### src/ircm_cfg.svh
/*
  Offsets, field positions and reset values of the remote waveform block.
  Assumes it is included by its bare name from the package and the top.
*/
`ifndef IRCM_CFG_SVH
`define IRCM_CFG_SVH

// Register byte offsets, one aligned 32-bit word each.
`define IRCM_OFS_HALT        12'h000
`define IRCM_OFS_GO          12'h004
`define IRCM_OFS_RUN         12'h008
`define IRCM_OFS_GATE        12'h00c
`define IRCM_OFS_LEVEL       12'h010
`define IRCM_OFS_POLARITY    12'h014
`define IRCM_OFS_MODE        12'h018
`define IRCM_OFS_SELECT      12'h01c
`define IRCM_OFS_MASK_PER    12'h020
`define IRCM_OFS_MASK_HIGH   12'h024
`define IRCM_OFS_CARR_PER    12'h028
`define IRCM_OFS_CARR_HIGH   12'h02c
`define IRCM_OFS_IRQ_FLAG    12'h030
`define IRCM_OFS_IRQ_MASK    12'h034

// Channel bits that exist in the 16-bit channel registers, then other field positions.
`define IRCM_CH_BITS         16'h003c
`define IRCM_CH3_UPPER_BIT   11
`define IRCM_RUN_BITS        16'h083c
`define IRCM_CH3_BYTE_BIT    3
`define IRCM_REMOTE_SEL_BIT  0
`define IRCM_IRQ_MASK_CYCLE  0
`define IRCM_IRQ_CH3_END     1
`define IRCM_IRQ_W           2

// Reset values.
`define IRCM_RST_WORD        16'h0000
`define IRCM_RST_BYTE        8'h00
`define IRCM_RST_IRQ         2'h0

// Clock rate of pclk; the channel count clock is pclk itself.
`define IRCM_PCLK_HZ         10000000

`endif

### src/ircm_pkg.sv
/*
  Types shared by the remote waveform block.
  Assumes ircm_cfg.svh is on the include path.
*/
package ircm_pkg;
  `include "ircm_cfg.svh"

  typedef logic [15:0] ircm_word_t;
  typedef logic [7:0]  ircm_byte_t;
  typedef logic [`IRCM_IRQ_W-1:0] ircm_irq_t;
endpackage

### src/ircm_pair_if.sv
/*
  Signals between the top and one master/slave counter pair.
  Assumes a single clock shared by both ends.
*/
interface ircm_pair_if;
  logic [15:0] period;
  logic [15:0] high;
  logic        m_run;
  logic        s_run;
  logic        m_pulse;
  logic        s_set;
  logic        s_clr;
  logic        s_end;

  modport top  (output period, output high, output m_run, output s_run,
                input m_pulse, input s_set, input s_clr, input s_end);
  modport pair (input period, input high, input m_run, input s_run,
                output m_pulse, output s_set, output s_clr, output s_end);
endinterface

### src/ircm_pair.sv
/*
  One master period counter and one slave one-shot counter.
  Assumes period and high are stable while the pair counts.
*/
module ircm_pair
  import ircm_pkg::*;
(
  input  wire logic pclk,
  input  wire logic presetn,
  ircm_pair_if.pair p
);
  ircm_word_t m_cnt_reg;
  ircm_word_t s_cnt_reg;
  logic       m_run_d_reg;
  logic       m_pulse_reg;
  logic       s_end_reg;
  logic       started;
  logic       m_wrap;
  logic       s_last;

  // A start gives an immediate period pulse, then one every period+1 ticks.
  assign started = p.m_run & ~m_run_d_reg;
  assign m_wrap  = p.m_run & m_run_d_reg & (m_cnt_reg == 16'h0000);
  // Expiry is seen one tick before the count empties so the clear lands
  // exactly high ticks after the set; a reload on the same edge wins.
  assign s_last  = p.s_run & (s_cnt_reg == 16'h0001) & ~m_pulse_reg;

  // Master counts down from the period value and reloads at zero.
  always_ff @(posedge pclk or negedge presetn) begin
    if (!presetn) begin
      m_cnt_reg   <= 16'h0000;
      m_run_d_reg <= 1'b0;
      m_pulse_reg <= 1'b0;
    end else begin
      m_run_d_reg <= p.m_run;
      m_pulse_reg <= started | m_wrap;
      if (started || m_wrap)
        m_cnt_reg <= p.period;
      else if (p.m_run)
        m_cnt_reg <= m_cnt_reg - 16'h0001;
    end
  end

  // Slave loads its high count on each master pulse; a high count beyond
  // the period is reloaded before it expires, so the output stays high.
  always_ff @(posedge pclk or negedge presetn) begin
    if (!presetn) begin
      s_cnt_reg <= 16'h0000;
      s_end_reg <= 1'b0;
    end else begin
      s_end_reg <= s_last;
      if (p.s_run && m_pulse_reg)
        s_cnt_reg <= p.high;
      else if (p.s_run && s_cnt_reg != 16'h0000)
        s_cnt_reg <= s_cnt_reg - 16'h0001;
    end
  end

  // Set by the master pulse, reset by the slave's own expiry.
  assign p.m_pulse = m_pulse_reg;
  assign p.s_set   = p.s_run & m_pulse_reg & (p.high != 16'h0000);
  assign p.s_clr   = (p.s_run & m_pulse_reg & (p.high == 16'h0000))
                   | s_last;
  assign p.s_end   = s_end_reg;
endmodule

### src/ircm_top.sv
/*
  Remote waveform generator: APB register file, four timer channels in two
  master/slave pairs, output level logic, remote pin and interrupt.
  Assumes a single pclk domain, an APB3 master and synchronous inputs.
*/
// Behaviour
// - Halt bit one stops channel; zero ignored.
// - Byte mode: channel 3 halt stops lower only.
// - Gate low: output holds, software level writes.
// - Gate high: timer drives level, writes ignored.
// - Level bit zero low, one high.
// - Select routes waveform; else plain timer outputs.
// - Carrier period is value plus one ticks.
// - Carrier high time equals value ticks.
// - Mask period is value plus one ticks.
// - Mask high time equals value ticks.
// - High above period keeps mask high.
// - Mask cycle sets flag; software clears with zero.
// - Go bit one sets running flag.
// - Slave set by master, reset by itself.
// - Polarity bit selects high or low active.

// Offsets and field positions; the guard makes a second inclusion harmless.
`include "ircm_cfg.svh"

module ircm_top
  import ircm_pkg::*;
#(
  parameter int ADDR_W = 12
)
(
  input  wire logic              pclk,
  input  wire logic              presetn,
  input  wire logic              psel,
  input  wire logic              penable,
  input  wire logic              pwrite,
  input  wire logic [ADDR_W-1:0] paddr,
  input  wire logic [31:0]       pwdata,
  output logic      [31:0]       prdata,
  output logic                   pready,
  output logic                   pslverr,
  output logic      [3:0]        timer_out,
  output logic                   remote_waveform_pin,
  output logic                   irq
);
  ircm_word_t run_reg;
  ircm_word_t run_next;
  ircm_word_t gate_reg;
  ircm_word_t level_reg;
  ircm_word_t level_next;
  ircm_word_t polarity_reg;
  ircm_byte_t mode_reg;
  ircm_byte_t select_reg;
  ircm_word_t mask_per_reg;
  ircm_word_t mask_high_reg;
  ircm_word_t carr_per_reg;
  ircm_word_t carr_high_reg;
  ircm_irq_t  flag_reg;
  ircm_irq_t  flag_next;
  ircm_irq_t  irq_mask_reg;
  logic [31:0] prdata_reg;
  logic        pready_reg;
  logic        pslverr_reg;
  logic [3:0]  timer_out_reg;
  logic        remote_reg;
  logic        irq_reg;

  logic [ADDR_W-1:0] addr;
  logic        access;
  logic        first_access;
  logic        done;
  logic        wr;
  logic        hit_halt;
  logic        hit_go;
  logic        hit_run;
  logic        hit_gate;
  logic        hit_level;
  logic        hit_pol;
  logic        hit_mode;
  logic        hit_sel;
  logic        hit_mper;
  logic        hit_mhigh;
  logic        hit_cper;
  logic        hit_chigh;
  logic        hit_flag;
  logic        hit_imask;
  logic        mapped;
  logic [31:0] rd_mux;

  ircm_word_t  halt_bits;
  ircm_word_t  go_bits;
  ircm_word_t  halt_eff;
  ircm_word_t  go_eff;
  logic        ch3_byte_mode;
  ircm_word_t  hw_set;
  ircm_word_t  hw_clr;
  ircm_word_t  hw_tog;
  ircm_word_t  hw_val;
  ircm_word_t  sw_val;
  ircm_word_t  chan_pin;
  logic        remote_sel;
  ircm_irq_t   events;

  logic [1:0]  m_pulse_w;
  logic [1:0]  s_set_w;
  logic [1:0]  s_clr_w;
  logic [1:0]  s_end_w;

  // APB phase decode: one wait state gives time to register the read data.
  assign addr         = paddr;
  assign access       = psel & penable;
  assign first_access = access & ~pready_reg;
  assign done         = access & pready_reg;
  assign wr           = done & pwrite;

  // Address decode, one wire per register.
  assign hit_halt  = (addr == `IRCM_OFS_HALT);
  assign hit_go    = (addr == `IRCM_OFS_GO);
  assign hit_run   = (addr == `IRCM_OFS_RUN);
  assign hit_gate  = (addr == `IRCM_OFS_GATE);
  assign hit_level = (addr == `IRCM_OFS_LEVEL);
  assign hit_pol   = (addr == `IRCM_OFS_POLARITY);
  assign hit_mode  = (addr == `IRCM_OFS_MODE);
  assign hit_sel   = (addr == `IRCM_OFS_SELECT);
  assign hit_mper  = (addr == `IRCM_OFS_MASK_PER);
  assign hit_mhigh = (addr == `IRCM_OFS_MASK_HIGH);
  assign hit_cper  = (addr == `IRCM_OFS_CARR_PER);
  assign hit_chigh = (addr == `IRCM_OFS_CARR_HIGH);
  assign hit_flag  = (addr == `IRCM_OFS_IRQ_FLAG);
  assign hit_imask = (addr == `IRCM_OFS_IRQ_MASK);
  assign mapped    = hit_halt | hit_go | hit_run | hit_gate | hit_level
                   | hit_pol | hit_mode | hit_sel | hit_mper | hit_mhigh
                   | hit_cper | hit_chigh | hit_flag | hit_imask;

  // Read mux; trigger registers are write-only and read as zero.
  assign rd_mux =
      hit_run   ? {16'h0000, run_reg}                          :
      hit_gate  ? {16'h0000, gate_reg}                         :
      hit_level ? {16'h0000, level_reg}                        :
      hit_pol   ? {16'h0000, polarity_reg}                     :
      hit_mode  ? {24'h000000, mode_reg}                       :
      hit_sel   ? {24'h000000, select_reg}                     :
      hit_mper  ? {16'h0000, mask_per_reg}                     :
      hit_mhigh ? {16'h0000, mask_high_reg}                    :
      hit_cper  ? {16'h0000, carr_per_reg}                     :
      hit_chigh ? {16'h0000, carr_high_reg}                    :
      hit_flag  ? {30'h00000000, flag_reg}                     :
      hit_imask ? {30'h00000000, irq_mask_reg}                 :
                  32'h00000000;

  // Bus handshake registers.
  always_ff @(posedge pclk or negedge presetn) begin
    if (!presetn) begin
      pready_reg  <= 1'b0;
      pslverr_reg <= 1'b0;
      prdata_reg  <= 32'h00000000;
    end else begin
      pready_reg  <= first_access;
      pslverr_reg <= first_access & ~mapped;
      if (first_access && !pwrite)
        prdata_reg <= rd_mux;
    end
  end

  // Trigger bits: only ones act, zeros cause no trigger at all.
  assign halt_bits     = (wr & hit_halt) ? pwdata[15:0] : 16'h0000;
  assign go_bits       = (wr & hit_go) ? pwdata[15:0] : 16'h0000;
  assign ch3_byte_mode = mode_reg[`IRCM_CH3_BYTE_BIT];

  // In byte mode the channel 3 halt bit reaches only the lower byte timer;
  // in word mode it also stops the upper half so both flags stay in step.
  assign halt_eff = halt_bits
                  | ((!ch3_byte_mode && halt_bits[3])
                     ? 16'h0800 : 16'h0000);
  assign go_eff   = go_bits
                  | ((!ch3_byte_mode && go_bits[3])
                     ? 16'h0800 : 16'h0000);
  assign run_next = ((run_reg | go_eff) & ~halt_eff)
                  & `IRCM_RUN_BITS;

  // Channel running flags.
  always_ff @(posedge pclk or negedge presetn) begin
    if (!presetn)
      run_reg <= `IRCM_RST_WORD;
    else
      run_reg <= run_next;
  end

  // Plain configuration registers.
  always_ff @(posedge pclk or negedge presetn) begin
    if (!presetn) begin
      gate_reg      <= `IRCM_RST_WORD;
      polarity_reg  <= `IRCM_RST_WORD;
      mode_reg      <= `IRCM_RST_BYTE;
      select_reg    <= `IRCM_RST_BYTE;
      mask_per_reg  <= `IRCM_RST_WORD;
      mask_high_reg <= `IRCM_RST_WORD;
      carr_per_reg  <= `IRCM_RST_WORD;
      carr_high_reg <= `IRCM_RST_WORD;
      irq_mask_reg  <= `IRCM_RST_IRQ;
    end else if (wr) begin
      if (hit_gate)  gate_reg      <= pwdata[15:0] & `IRCM_CH_BITS;
      if (hit_pol)   polarity_reg  <= pwdata[15:0] & `IRCM_CH_BITS;
      if (hit_mode)  mode_reg      <= pwdata[7:0] & 8'h08;
      if (hit_sel)   select_reg    <= pwdata[7:0] & 8'h01;
      if (hit_mper)  mask_per_reg  <= pwdata[15:0];
      if (hit_mhigh) mask_high_reg <= pwdata[15:0];
      if (hit_cper)  carr_per_reg  <= pwdata[15:0];
      if (hit_chigh) carr_high_reg <= pwdata[15:0];
      if (hit_imask) irq_mask_reg  <= pwdata[`IRCM_IRQ_W-1:0];
    end
  end

  // Counter pairs: pair 0 is the mask (channels 2 and 3), pair 1 the
  // carrier (channels 4 and 5).
  for (genvar g = 0; g < 2; g++) begin : g_pair
    ircm_pair_if pif ();

    // The byte-mode slave of the mask pair sees only its lower eight bits.
    if (g == 0) begin : g_mask
      assign pif.period = mask_per_reg;
      assign pif.high   = ch3_byte_mode
                        ? {8'h00, mask_high_reg[7:0]} : mask_high_reg;
    end else begin : g_carr
      assign pif.period = carr_per_reg;
      assign pif.high   = carr_high_reg;
    end
    assign pif.m_run = run_reg[2 + 2 * g];
    assign pif.s_run = run_reg[3 + 2 * g];
    assign m_pulse_w[g] = pif.m_pulse;
    assign s_set_w[g]   = pif.s_set;
    assign s_clr_w[g]   = pif.s_clr;
    assign s_end_w[g]   = pif.s_end;

    ircm_pair u_pair (
      .pclk    (pclk),
      .presetn (presetn),
      .p       (pif.pair)
    );
  end

  // Timer events per channel bit: masters toggle, slaves are set and reset.
  assign hw_tog = {10'h000, 1'b0, m_pulse_w[1], 1'b0, m_pulse_w[0], 2'b00};
  assign hw_set = {10'h000, s_set_w[1], 1'b0, s_set_w[0], 1'b0, 2'b00};
  assign hw_clr = {10'h000, s_clr_w[1], 1'b0, s_clr_w[0], 1'b0, 2'b00};

  // A gated bit follows the timer and ignores software; an ungated bit
  // holds and takes software writes.
  assign hw_val = ((level_reg | hw_set) & ~hw_clr) ^ hw_tog;
  assign sw_val = (wr & hit_level) ? pwdata[15:0] : level_reg;
  assign level_next = ((gate_reg & hw_val) | (~gate_reg & sw_val))
                    & `IRCM_CH_BITS;

  // Output level bits.
  always_ff @(posedge pclk or negedge presetn) begin
    if (!presetn)
      level_reg <= `IRCM_RST_WORD;
    else
      level_reg <= level_next;
  end

  // Pin levels: the level bit, inverted where the channel is low active.
  assign chan_pin   = level_reg ^ polarity_reg;
  assign remote_sel = select_reg[`IRCM_REMOTE_SEL_BIT];

  // Pins are registered so no decode glitch reaches the emitter driver.
  always_ff @(posedge pclk or negedge presetn) begin
    if (!presetn) begin
      timer_out_reg <= 4'h0;
      remote_reg    <= 1'b0;
    end else begin
      timer_out_reg <= remote_sel ? 4'h0 : chan_pin[5:2];
      remote_reg    <= remote_sel & chan_pin[3] & chan_pin[5];
    end
  end

  // Interrupt flags: set wins over a clear in the same cycle, and a flag
  // is cleared by writing a zero to its bit.
  assign events    = {s_end_w[0], m_pulse_w[0]};
  assign flag_next = ((wr & hit_flag)
                      ? (flag_reg & pwdata[`IRCM_IRQ_W-1:0])
                      : flag_reg) | events;

  // Flags and the level interrupt output.
  always_ff @(posedge pclk or negedge presetn) begin
    if (!presetn) begin
      flag_reg <= `IRCM_RST_IRQ;
      irq_reg  <= 1'b0;
    end else begin
      flag_reg <= flag_next;
      irq_reg  <= |(flag_next & irq_mask_reg);
    end
  end

  assign prdata              = prdata_reg;
  assign pready              = pready_reg;
  assign pslverr             = pslverr_reg;
  assign timer_out           = timer_out_reg;
  assign remote_waveform_pin = remote_reg;
  assign irq                 = irq_reg;
endmodule

### config.mk
export PLATFORM = sky130hd
export DESIGN_NAME = ircm_top
export DESIGN_NICKNAME = d
export VERILOG_FILES = /design/src/ircm_pkg.sv /design/src/ircm_pair_if.sv /design/src/ircm_pair.sv /design/src/ircm_top.sv
export VERILOG_INCLUDE_DIRS = /design/src
export SDC_FILE = /design/constraint.sdc
export NUM_CORES = 1
export LEC_CHECK = 0
export ABC_CLOCK_PERIOD_IN_PS = 2800
export BUFFER_PORTS_ARGS = -buffer_cell sky130_fd_sc_hd__buf_2
export CORE_UTILIZATION = 55
export DETAILED_ROUTE_END_ITERATION = 12
export PLACE_DENSITY = 0.74
export SYNTH_ARGS = -nofsm -noshare
export SYNTH_HDL_FRONTEND = slang
export SYNTH_HIERARCHICAL = 1
export SYNTH_SLANG_ARGS = --single-unit
### constraint.sdc
create_clock -name pclk -period 2.8 [get_ports pclk]
set_clock_uncertainty 0.2 [all_clocks]
set_input_delay 0.28 -clock pclk [delete_from_list [all_inputs] [get_ports pclk]]
set_output_delay 0.28 -clock pclk [all_outputs]
set_load 0.01 [all_outputs]
==> run summary, run 1 <==
Die Wd: 138 um
DR vias: 8403
DRC viols: 0
Arrival time at the worst endpoint: 2.63 ns
Comb power frac: 5.7%
Max_slew headroom: 42.2%
GP Congestion: 0.910
Worst vdd ir: 498 uV
RSZ-0062 raised after global routing: no
Crit path launch type: flop
Hold Crit Class: input pin to flop
Kind of critical path: flop to flop
Final setup violation count: 0
Cells after Synth: 986
Final Hold Viols: 0
NetSw: 0.00130 W
Pin count of the biggest net entering global routing: 69
P_int: 0.00399 W
Share of power burned in registers: 49.5%
HPWL after DPL: 19000 um
Most frequent cells in the layout: dfrtp_1 (180), nor2_1 (67), a21oi_1 (60), nand2_1 (56), buf_2 (55)
Core ar.: 18000 um^2
Yosys warns: 6
Starting Density: 56.4%
Worst path required time: 2.92 ns
Antenna violations before repair: 0
Routed wire length: 26300 um
Sw frac: 24.6%
Final Critical Period: 2.51 ns
Global-route wire length before repair: 41400 um
Clk slew on worst S/H paths: 0.07 ns
Pins Over Slew Limit: 0
Hold Path Depth: 3
Crit. End Element: flop
Vias in the first global route: 7662
Area of the multi-input gates: 5250 um^2
Maximum clock path buffer count: 2
DRT Pass-1 Iters: 7
Post-DR vias/cell: 6.45
Leakage: 5.46 nW
Layout filler cell count: 1436
CTS Sinks: 180
Register area: 4500 um^2
N_diodes: 0
Nets@finish: 1117
Setup Slack @ Placement: 0.315 ns
CTS Buf Count: 17
Crit Path Max Fanout: 8
Pwr dens: 461 nW/um^2
Commonest non-fill, non-tap cell in the layout: dfrtp_1
Row count: 49
Worst-case reg-to-reg path depth: 8
Routed wire per std cell: 20.2 um
Port Buf Inserts: 56
Synthesized area per cell: 10.3 um^2
Final ANT Viol Nets: 0
Netlist area before placement: 10200 um^2
Worst setup margin: 0.292 ns
FMAX: 399 MHz
Final global-route overflow total: 0
Starting DRT DRC Count: 879
Gr usage total: 28.8%
Setup TNS: 0 ns
Final cycle utilization of the critical path: 89.6%
CTS tree: done
Status: completed
Layout Area Growth over Synthesis: 12.8%
H-tree lvl count: 4
Worst-Margin Slew: 0.864 ns
Layout cells sized above 1: 19.4%
CTS root buffer: clkbuf_16
Full die area: 19000 um^2
Max-cap violations: 0
Die height: 138 um
Clk_lat worst skew: 0.44 ns
Number of I/O pins: 89
Clock group share of total power: 44.8%
[path summary, 6_finish.rpt]
kind	from	to	slack, ns
worst max-delay path	g_pair[0].u_pair/s_cnt_reg[0]	g_pair[0].u_pair/s_cnt_reg[10]	0.29
worst min-delay path	paddr[5]	pslverr	0.03
worst max register to register	g_pair[0].u_pair/s_cnt_reg[0]	g_pair[0].u_pair/s_cnt_reg[10]	0.29
worst min register to register	prdata[14]	prdata[14]	0.29
max in group asynchronous	presetn	prdata[14]	1.45
min in group asynchronous	presetn	g_pair[0].u_pair/m_cnt_reg[13]	0.23
[through the flow]
step | hold slack [ns] | utilization [%] | cell area, um^2 | instances | power [W]
2_1_floorplan | -0.216 | - | 10200 | 1001 | 0.00281
3_3_place_gp | 0.142 | 59.5 | 10700 | 1254 | 0.00295
3_5_place_dp | 0.148 | 59.5 | 10700 | 1254 | 0.00295
4_1_cts | 0.0117 | 63.7 | 11500 | 1302 | 0.00532
5_1_grt | 0.0332 | 63.7 | 11500 | 1302 | 0.00544
6_report | 0.0282 | 63.7 | 11500 | 1302 | 0.00529
[cell type report]
type	instances	share of cell area, %
flip-flops and latches	180	39.3
clock inverters	14	1.24
multi-input cells	728	45.8
repair buffers	112	6.73
well taps	229	2.50
clock buffers	18	3.83
inverters	21	0.687
[worst max-delay path, stage by stage (launching register included)]
cell	delay [ns]
dfrtp_1	0.43
inv_1	0.09
ha_1	0.20
or3b_2	0.57
nor3_2	0.26
a21o_1	0.18
buf_4	0.15
o21ai_0	0.11
a22o_1	0.21
[timing repair]
item	CTS	global route
buffers inserted	0	0
gates resized for setup	0	0
endpoints found under the hold margin	105	0
hold buffers	16	0
[layer usage]
layer | global-route usage (%) | vias up | routed length (um)
li1 | - | 3849 | -
met1 | 40.8 | 4164 | 11700
met2 | 45.1 | 345 | 12500
met3 | 5.08 | 45 | 1590
met4 | 8.64 | 0 | 567
met5 | 0 | - | 0
[power by group through the flow]
stage / sequential [W] / combinational [W] / clock (W)
final: 0.00262 / 0.000299 / 0.00237
after global routing: 0.00262 / 0.000329 / 0.00249
after CTS: 0.00262 / 0.000299 / 0.00241
after detailed placement: 0.00267 / 0.000280 / 0
after global placement: 0.00267 / 0.000277 / 0
after floorplan: 0.00267 / 0.000140 / 0
Note: power is estimated with default switching activity, not from simulation.
==> run 2, diff against run 1 <==
GPL_TIMING_DRIVEN = 0   (was not set)
==> run summary, run 2 (synthesis results as in run 1) <==
Placed cell count: 1282
Die height: 138 um
DRT Pass-1 Iters: 5
N_diodes: 0
CTS Buf Count: 17
Final setup violation count: 0
Clock group share of total power: 45.1%
Starting Density: 56.4%
Max_slew headroom: 43.2%
Fin cells: 1328
Final cycle utilization of the critical path: 95.2%
Nets@finish: 1144
Starting DRT DRC Count: 813
Final Hold Viols: 0
Vias in the first global route: 7805
Clk slew on worst S/H paths: 0.07 ns
Final global-route overflow total: 0
Most frequent cells in the layout: dfrtp_1 (180), nor2_1 (66), buf_2 (60), a21oi_1 (60), nand2_1 (56)
Worst-Margin Slew: 0.844 ns
Routed wire per std cell: 20.8 um
Layout Area Growth over Synthesis: 13.5%
Final Total Pwr: 0.00533 W
FMAX: 375 MHz
Util after Layout: 64.1%
Hold_ws: 0.0416 ns
Die Wd: 138 um
CTS tree: done
DRC viols: 0
Crit path launch type: flop
Pins Over Slew Limit: 0
Post-DR vias/cell: 6.47
DR vias: 8590
Commonest non-fill, non-tap cell in the layout: dfrtp_1
Layout cells sized above 1: 17.9%
RSZ-0062 raised after global routing: no
Routed wire length: 27600 um
H-tree lvl count: 4
Row count: 49
Kind of critical path: flop to flop
Leakage: 5.44 nW
Worst vdd ir: 466 uV
Crit Path Max Fanout: 7
Layout filler cell count: 1441
Share of power burned in registers: 49.1%
Sw frac: 23.5%
Full die area: 19000 um^2
Arrival time at the worst endpoint: 2.79 ns
GP Congestion: 0.945
Comb power frac: 5.8%
Maximum clock path buffer count: 2
Area of the multi-input gates: 5260 um^2
Crit. End Element: flop
Final Critical Period: 2.67 ns
Pwr dens: 462 nW/um^2
Status: completed
Gr usage total: 30.5%
NetSw: 0.00125 W
P_int: 0.00408 W
Setup TNS: 0 ns
Clk_lat worst skew: 0.44 ns
Register area: 4500 um^2
Antenna violations before repair: 0
Global-route wire length before repair: 43600 um
Port Buf Inserts: 51
Worst path required time: 2.92 ns
HPWL after DPL: 20000 um
Core ar.: 18000 um^2
CTS root buffer: clkbuf_16
Pin count of the biggest net entering global routing: 124
Max-cap violations: 0
Final ANT Viol Nets: 0
Hold Crit Class: input pin to flop
CTS Sinks: 180
Number of I/O pins: 89
-- run 2: changes by cell type in the layout (fill, tap and decap cells not counted), moves of 2 or more --
| cell | delta |
|---|---|
| clkbuf_1 | +36 |
| buf_4 | -21 |
| buf_2 | +5 |
| buf_6 | +5 |
| buf_1 | +4 |
| inv_8 | -3 |
| buf_12 | -2 |
| clkinv_4 | -2 |
| clkinvlp_4 | +2 |
-- run 2: worst max-delay path, cell delays in order, from the launching register on --
cell	delay (ns)
dfrtp_1	0.43
and4_1	0.21
clkbuf_1	0.32
nand2_1	0.24
nor4b_4	0.58
mux2_2	0.40
o21a_1	0.16
-- run 2: final timing paths --
path	from	endpoint	slack (ns)	cells past startpoint
max reg2reg	pready	flop	0.13	6
max	pready	flop	0.13	6
min	pwdata[1]	flag_reg[1]	0.04	3
min reg2reg	prdata[14]	prdata[14]	0.27	1
max in group asynchronous	presetn	carr_per_reg[14]	1.28	3
min in group asynchronous	presetn	g_pair[0].u_pair/m_cnt_reg[0]	0.16	2
-- run 2: timing repair --
| action | in CTS | in global routing |
|---|---|---|
| buffers inserted | 0 | 0 |
| resized for setup | 0 | 2 |
| hold buffers | 15 | 0 |
| setup endpoints to repair | 0 | 6 |
| endpoints found under the hold margin | 100 | 0 |
-- run 2: layout make-up --
cell class,count,area share [%]
buffer,72,3.40
inverter,21,0.683
sequential,180,39.0
tap,229,2.48
multi-input combinational,728,45.5
clock buffer,21,3.99
clock inverter,10,1.06
timing repair buffer,67,3.84
-- run 2: stage by stage --
step	cell area, um^2	worst slack (ns)
2_1_floorplan	10200	0.535
3_3_place_gp	10800	-1.70
3_5_place_dp	10800	0.156
4_1_cts	11500	0.199
5_1_grt	11500	0.0322
6_report	11500	0.133
-- run 2: power by group through the flow --
stage | Sequential (W) | Clock, W | Combinational, W
3_3_place_gp | 0.00267 | 0 | 0.000280
4_1_cts | 0.00262 | 0.00244 | 0.000306
3_5_place_dp | 0.00267 | 0 | 0.000288
5_1_grt | 0.00262 | 0.00255 | 0.000339
6_report | 0.00262 | 0.00241 | 0.000308
2_1_floorplan | 0.00267 | 0 | 0.000140
-- run 2: per-layer routing --
metal | GRT usage, % | up-vias | routed length, um
met1 | 42.7 | 4229 | 12000
met4 | 11.1 | 0 | 783
met3 | 5.88 | 61 | 2040
li1 | - | 3893 | -
met2 | 47.2 | 407 | 12800
met5 | 0 | - | 0
==> run 3, diff against run 2 <==
RECOVER_POWER = 100   (was not set)
==> run summary, run 3 (synthesis results as in run 1) <==
Layout filler cell count: 1490
Final global-route overflow total: 0
DRT Pass-1 Iters: 5
Starting DRT DRC Count: 881
Post-CTS setup buffer count: 0
Placed Area: 10800 um^2
Number of I/O pins: 89
GP Congestion: 0.945
Full die area: 19000 um^2
Commonest non-fill, non-tap cell in the layout: dfrtp_1
H-tree lvl count: 4
Worst path required time: 2.91 ns
Slowest stage cell, crit path: nor4_4
Hold Crit Class: input pin to flop
Status: completed
Crit path launch type: flop
Final cycle utilization of the critical path: 94.8%
Routed wire per std cell: 20.9 um
DR vias: 8553
CTS root buffer: clkbuf_16
Worst flop-to-flop path endpoint: g_pair[0].pif.period[0]
Fin cells: 1328
CTS tree: done
Setup TNS: 0 ns
Routed wire length: 27700 um
CTS Buf Count: 17
Worst path max stage delay: 0.70 ns
Hold Crit Start: pwdata[0]
Crit. End Element: flop
Worst vdd ir: 466 uV
Vias in the first global route: 7805
Critical path buffers and inverters: 1
Arrival time at the worst endpoint: 2.77 ns
Final Critical Period: 2.65 ns
RSZ-0062 raised after global routing: no
Nets@finish: 1144
Leakage: 5.28 nW
Layout cells sized above 1: 13.9%
Max-cap violations: 0
Max_slew headroom: 3.33%
FF-to-FF Start: pready
Delay-heaviest family, CP: simple AND/OR/NAND/NOR gates
Pins Over Slew Limit: 0
Row count: 49
Gr usage total: 30.5%
CTS Sinks: 180
Setup Slack @ Placement: 0.156 ns
Pwr dens: 468 nW/um^2
Crit Path Max Fanout: 10
Antenna violations before repair: 0
DRC viols: 0
WHS Endpoint: flag_reg[0]
Crit-path cells: nand4_1 > nor4_4 > clkbuf_2 > mux2_1
Layout Area Growth over Synthesis: 11.9%
Kind of critical path: flop to flop
Core ar.: 18000 um^2
Post-DR vias/cell: 6.44
FMAX: 377 MHz
Placed cell count: 1282
Port Buf Inserts: 51
Final ANT Viol Nets: 0
Worst setup margin: 0.147 ns
Clk slew on worst S/H paths: 0.07 ns
R2R setup slack: 0.15 ns
Worst-Margin Slew: 1.45 ns
Hold Path Depth: 3
Pin count of the biggest net entering global routing: 124
Global-route wire length before repair: 43600 um
Worst path depth: 4
Die Wd: 138 um
Design Area, Final: 11400 um^2
Worst-case reg-to-reg path depth: 4
Clk_lat worst skew: 0.44 ns
N_diodes: 0
Most frequent cells in the layout: dfrtp_1 (180), nor2_1 (67), clkbuf_1 (65), a21oi_1 (60), nand2_1 (58)
Die height: 138 um
Final setup violation count: 0
Maximum clock path buffer count: 2
Final Hold Viols: 0
Starting Density: 56.4%
HPWL after DPL: 20000 um
==> run 3: cell count changes in the layout (fill, tap and decap cells not counted), sizes merged <==
cell and change:
buf -35, clkbuf +35
==> run 3: cell type report <==
cell class              instances  area (um^2)  area share (%)
multi-input cells             728         5170            45.4
repair buffers                 67          394            3.46
flip-flops and latches        180         4500            39.6
clock buffers                  21          460            4.05
plain buffers                  72          364            3.20
inverters                      21         78.8           0.693
clock inverters                10          123            1.08
well taps                     229          287            2.52
==> run 3: routing by layer <==
metal	up-vias	wire [um]	track usage (%)
li1	3889	-	-
met1	4200	11900	42.7
met4	0	834	11.1
met3	62	2170	5.88
met2	402	12800	47.2
met5	-	0	0
==> run 3: worst max-delay path by stage <==
stage,start,to,slack (ns)
2_1_floorplan,g_pair[0].u_pair/s_cnt_reg[0],g_pair[0].u_pair/s_cnt_reg[12],0.53
3_3_place_gp,presetn,g_pair[1].u_pair/s_cnt_reg[1],-1.70
3_5_place_dp,paddr[2],g_pair[0].pif.period[0],0.16
4_1_cts,pready,flop,0.20
5_1_grt,g_pair[0].u_pair/s_cnt_reg[0],g_pair[0].u_pair/s_cnt_reg[1],0.03
6_report,pready,g_pair[0].pif.period[0],0.15
==> run 3: power breakdown <==
group,total [W],switching (W),internal (W)
registers,0.00262,0.0000105,0.00261
clock network,0.00241,0.00104,0.00137
logic,0.000299,0.000201,0.0000985
total,0.00533,0.00125,0.00407
==> run 3: through the flow <==
stage	util [%]	hold WS, ns	power, W
finish	63.1	0.0428	0.00533
global route	63.1	0.0440	0.00550
CTS	64.0	0.0128	0.00536
detailed placement	60.0	0.0301	0.00296
global placement	59.7	0.258	0.00295
floorplan	-	-0.216	0.00281
==> run 3: repair_timing <==
item,in CTS,in global routing
resized for setup,0,2
hold endpoints to repair,100,0
endpoints found under the setup margin,0,6
hold buffers,15,0
==> run 3: tightest hold or removal path: cells and delay by family <==
family          cells  cell delay (ns)
compound gates      1             0.10
buf+inv             1             0.21
simple gates        1             0.06
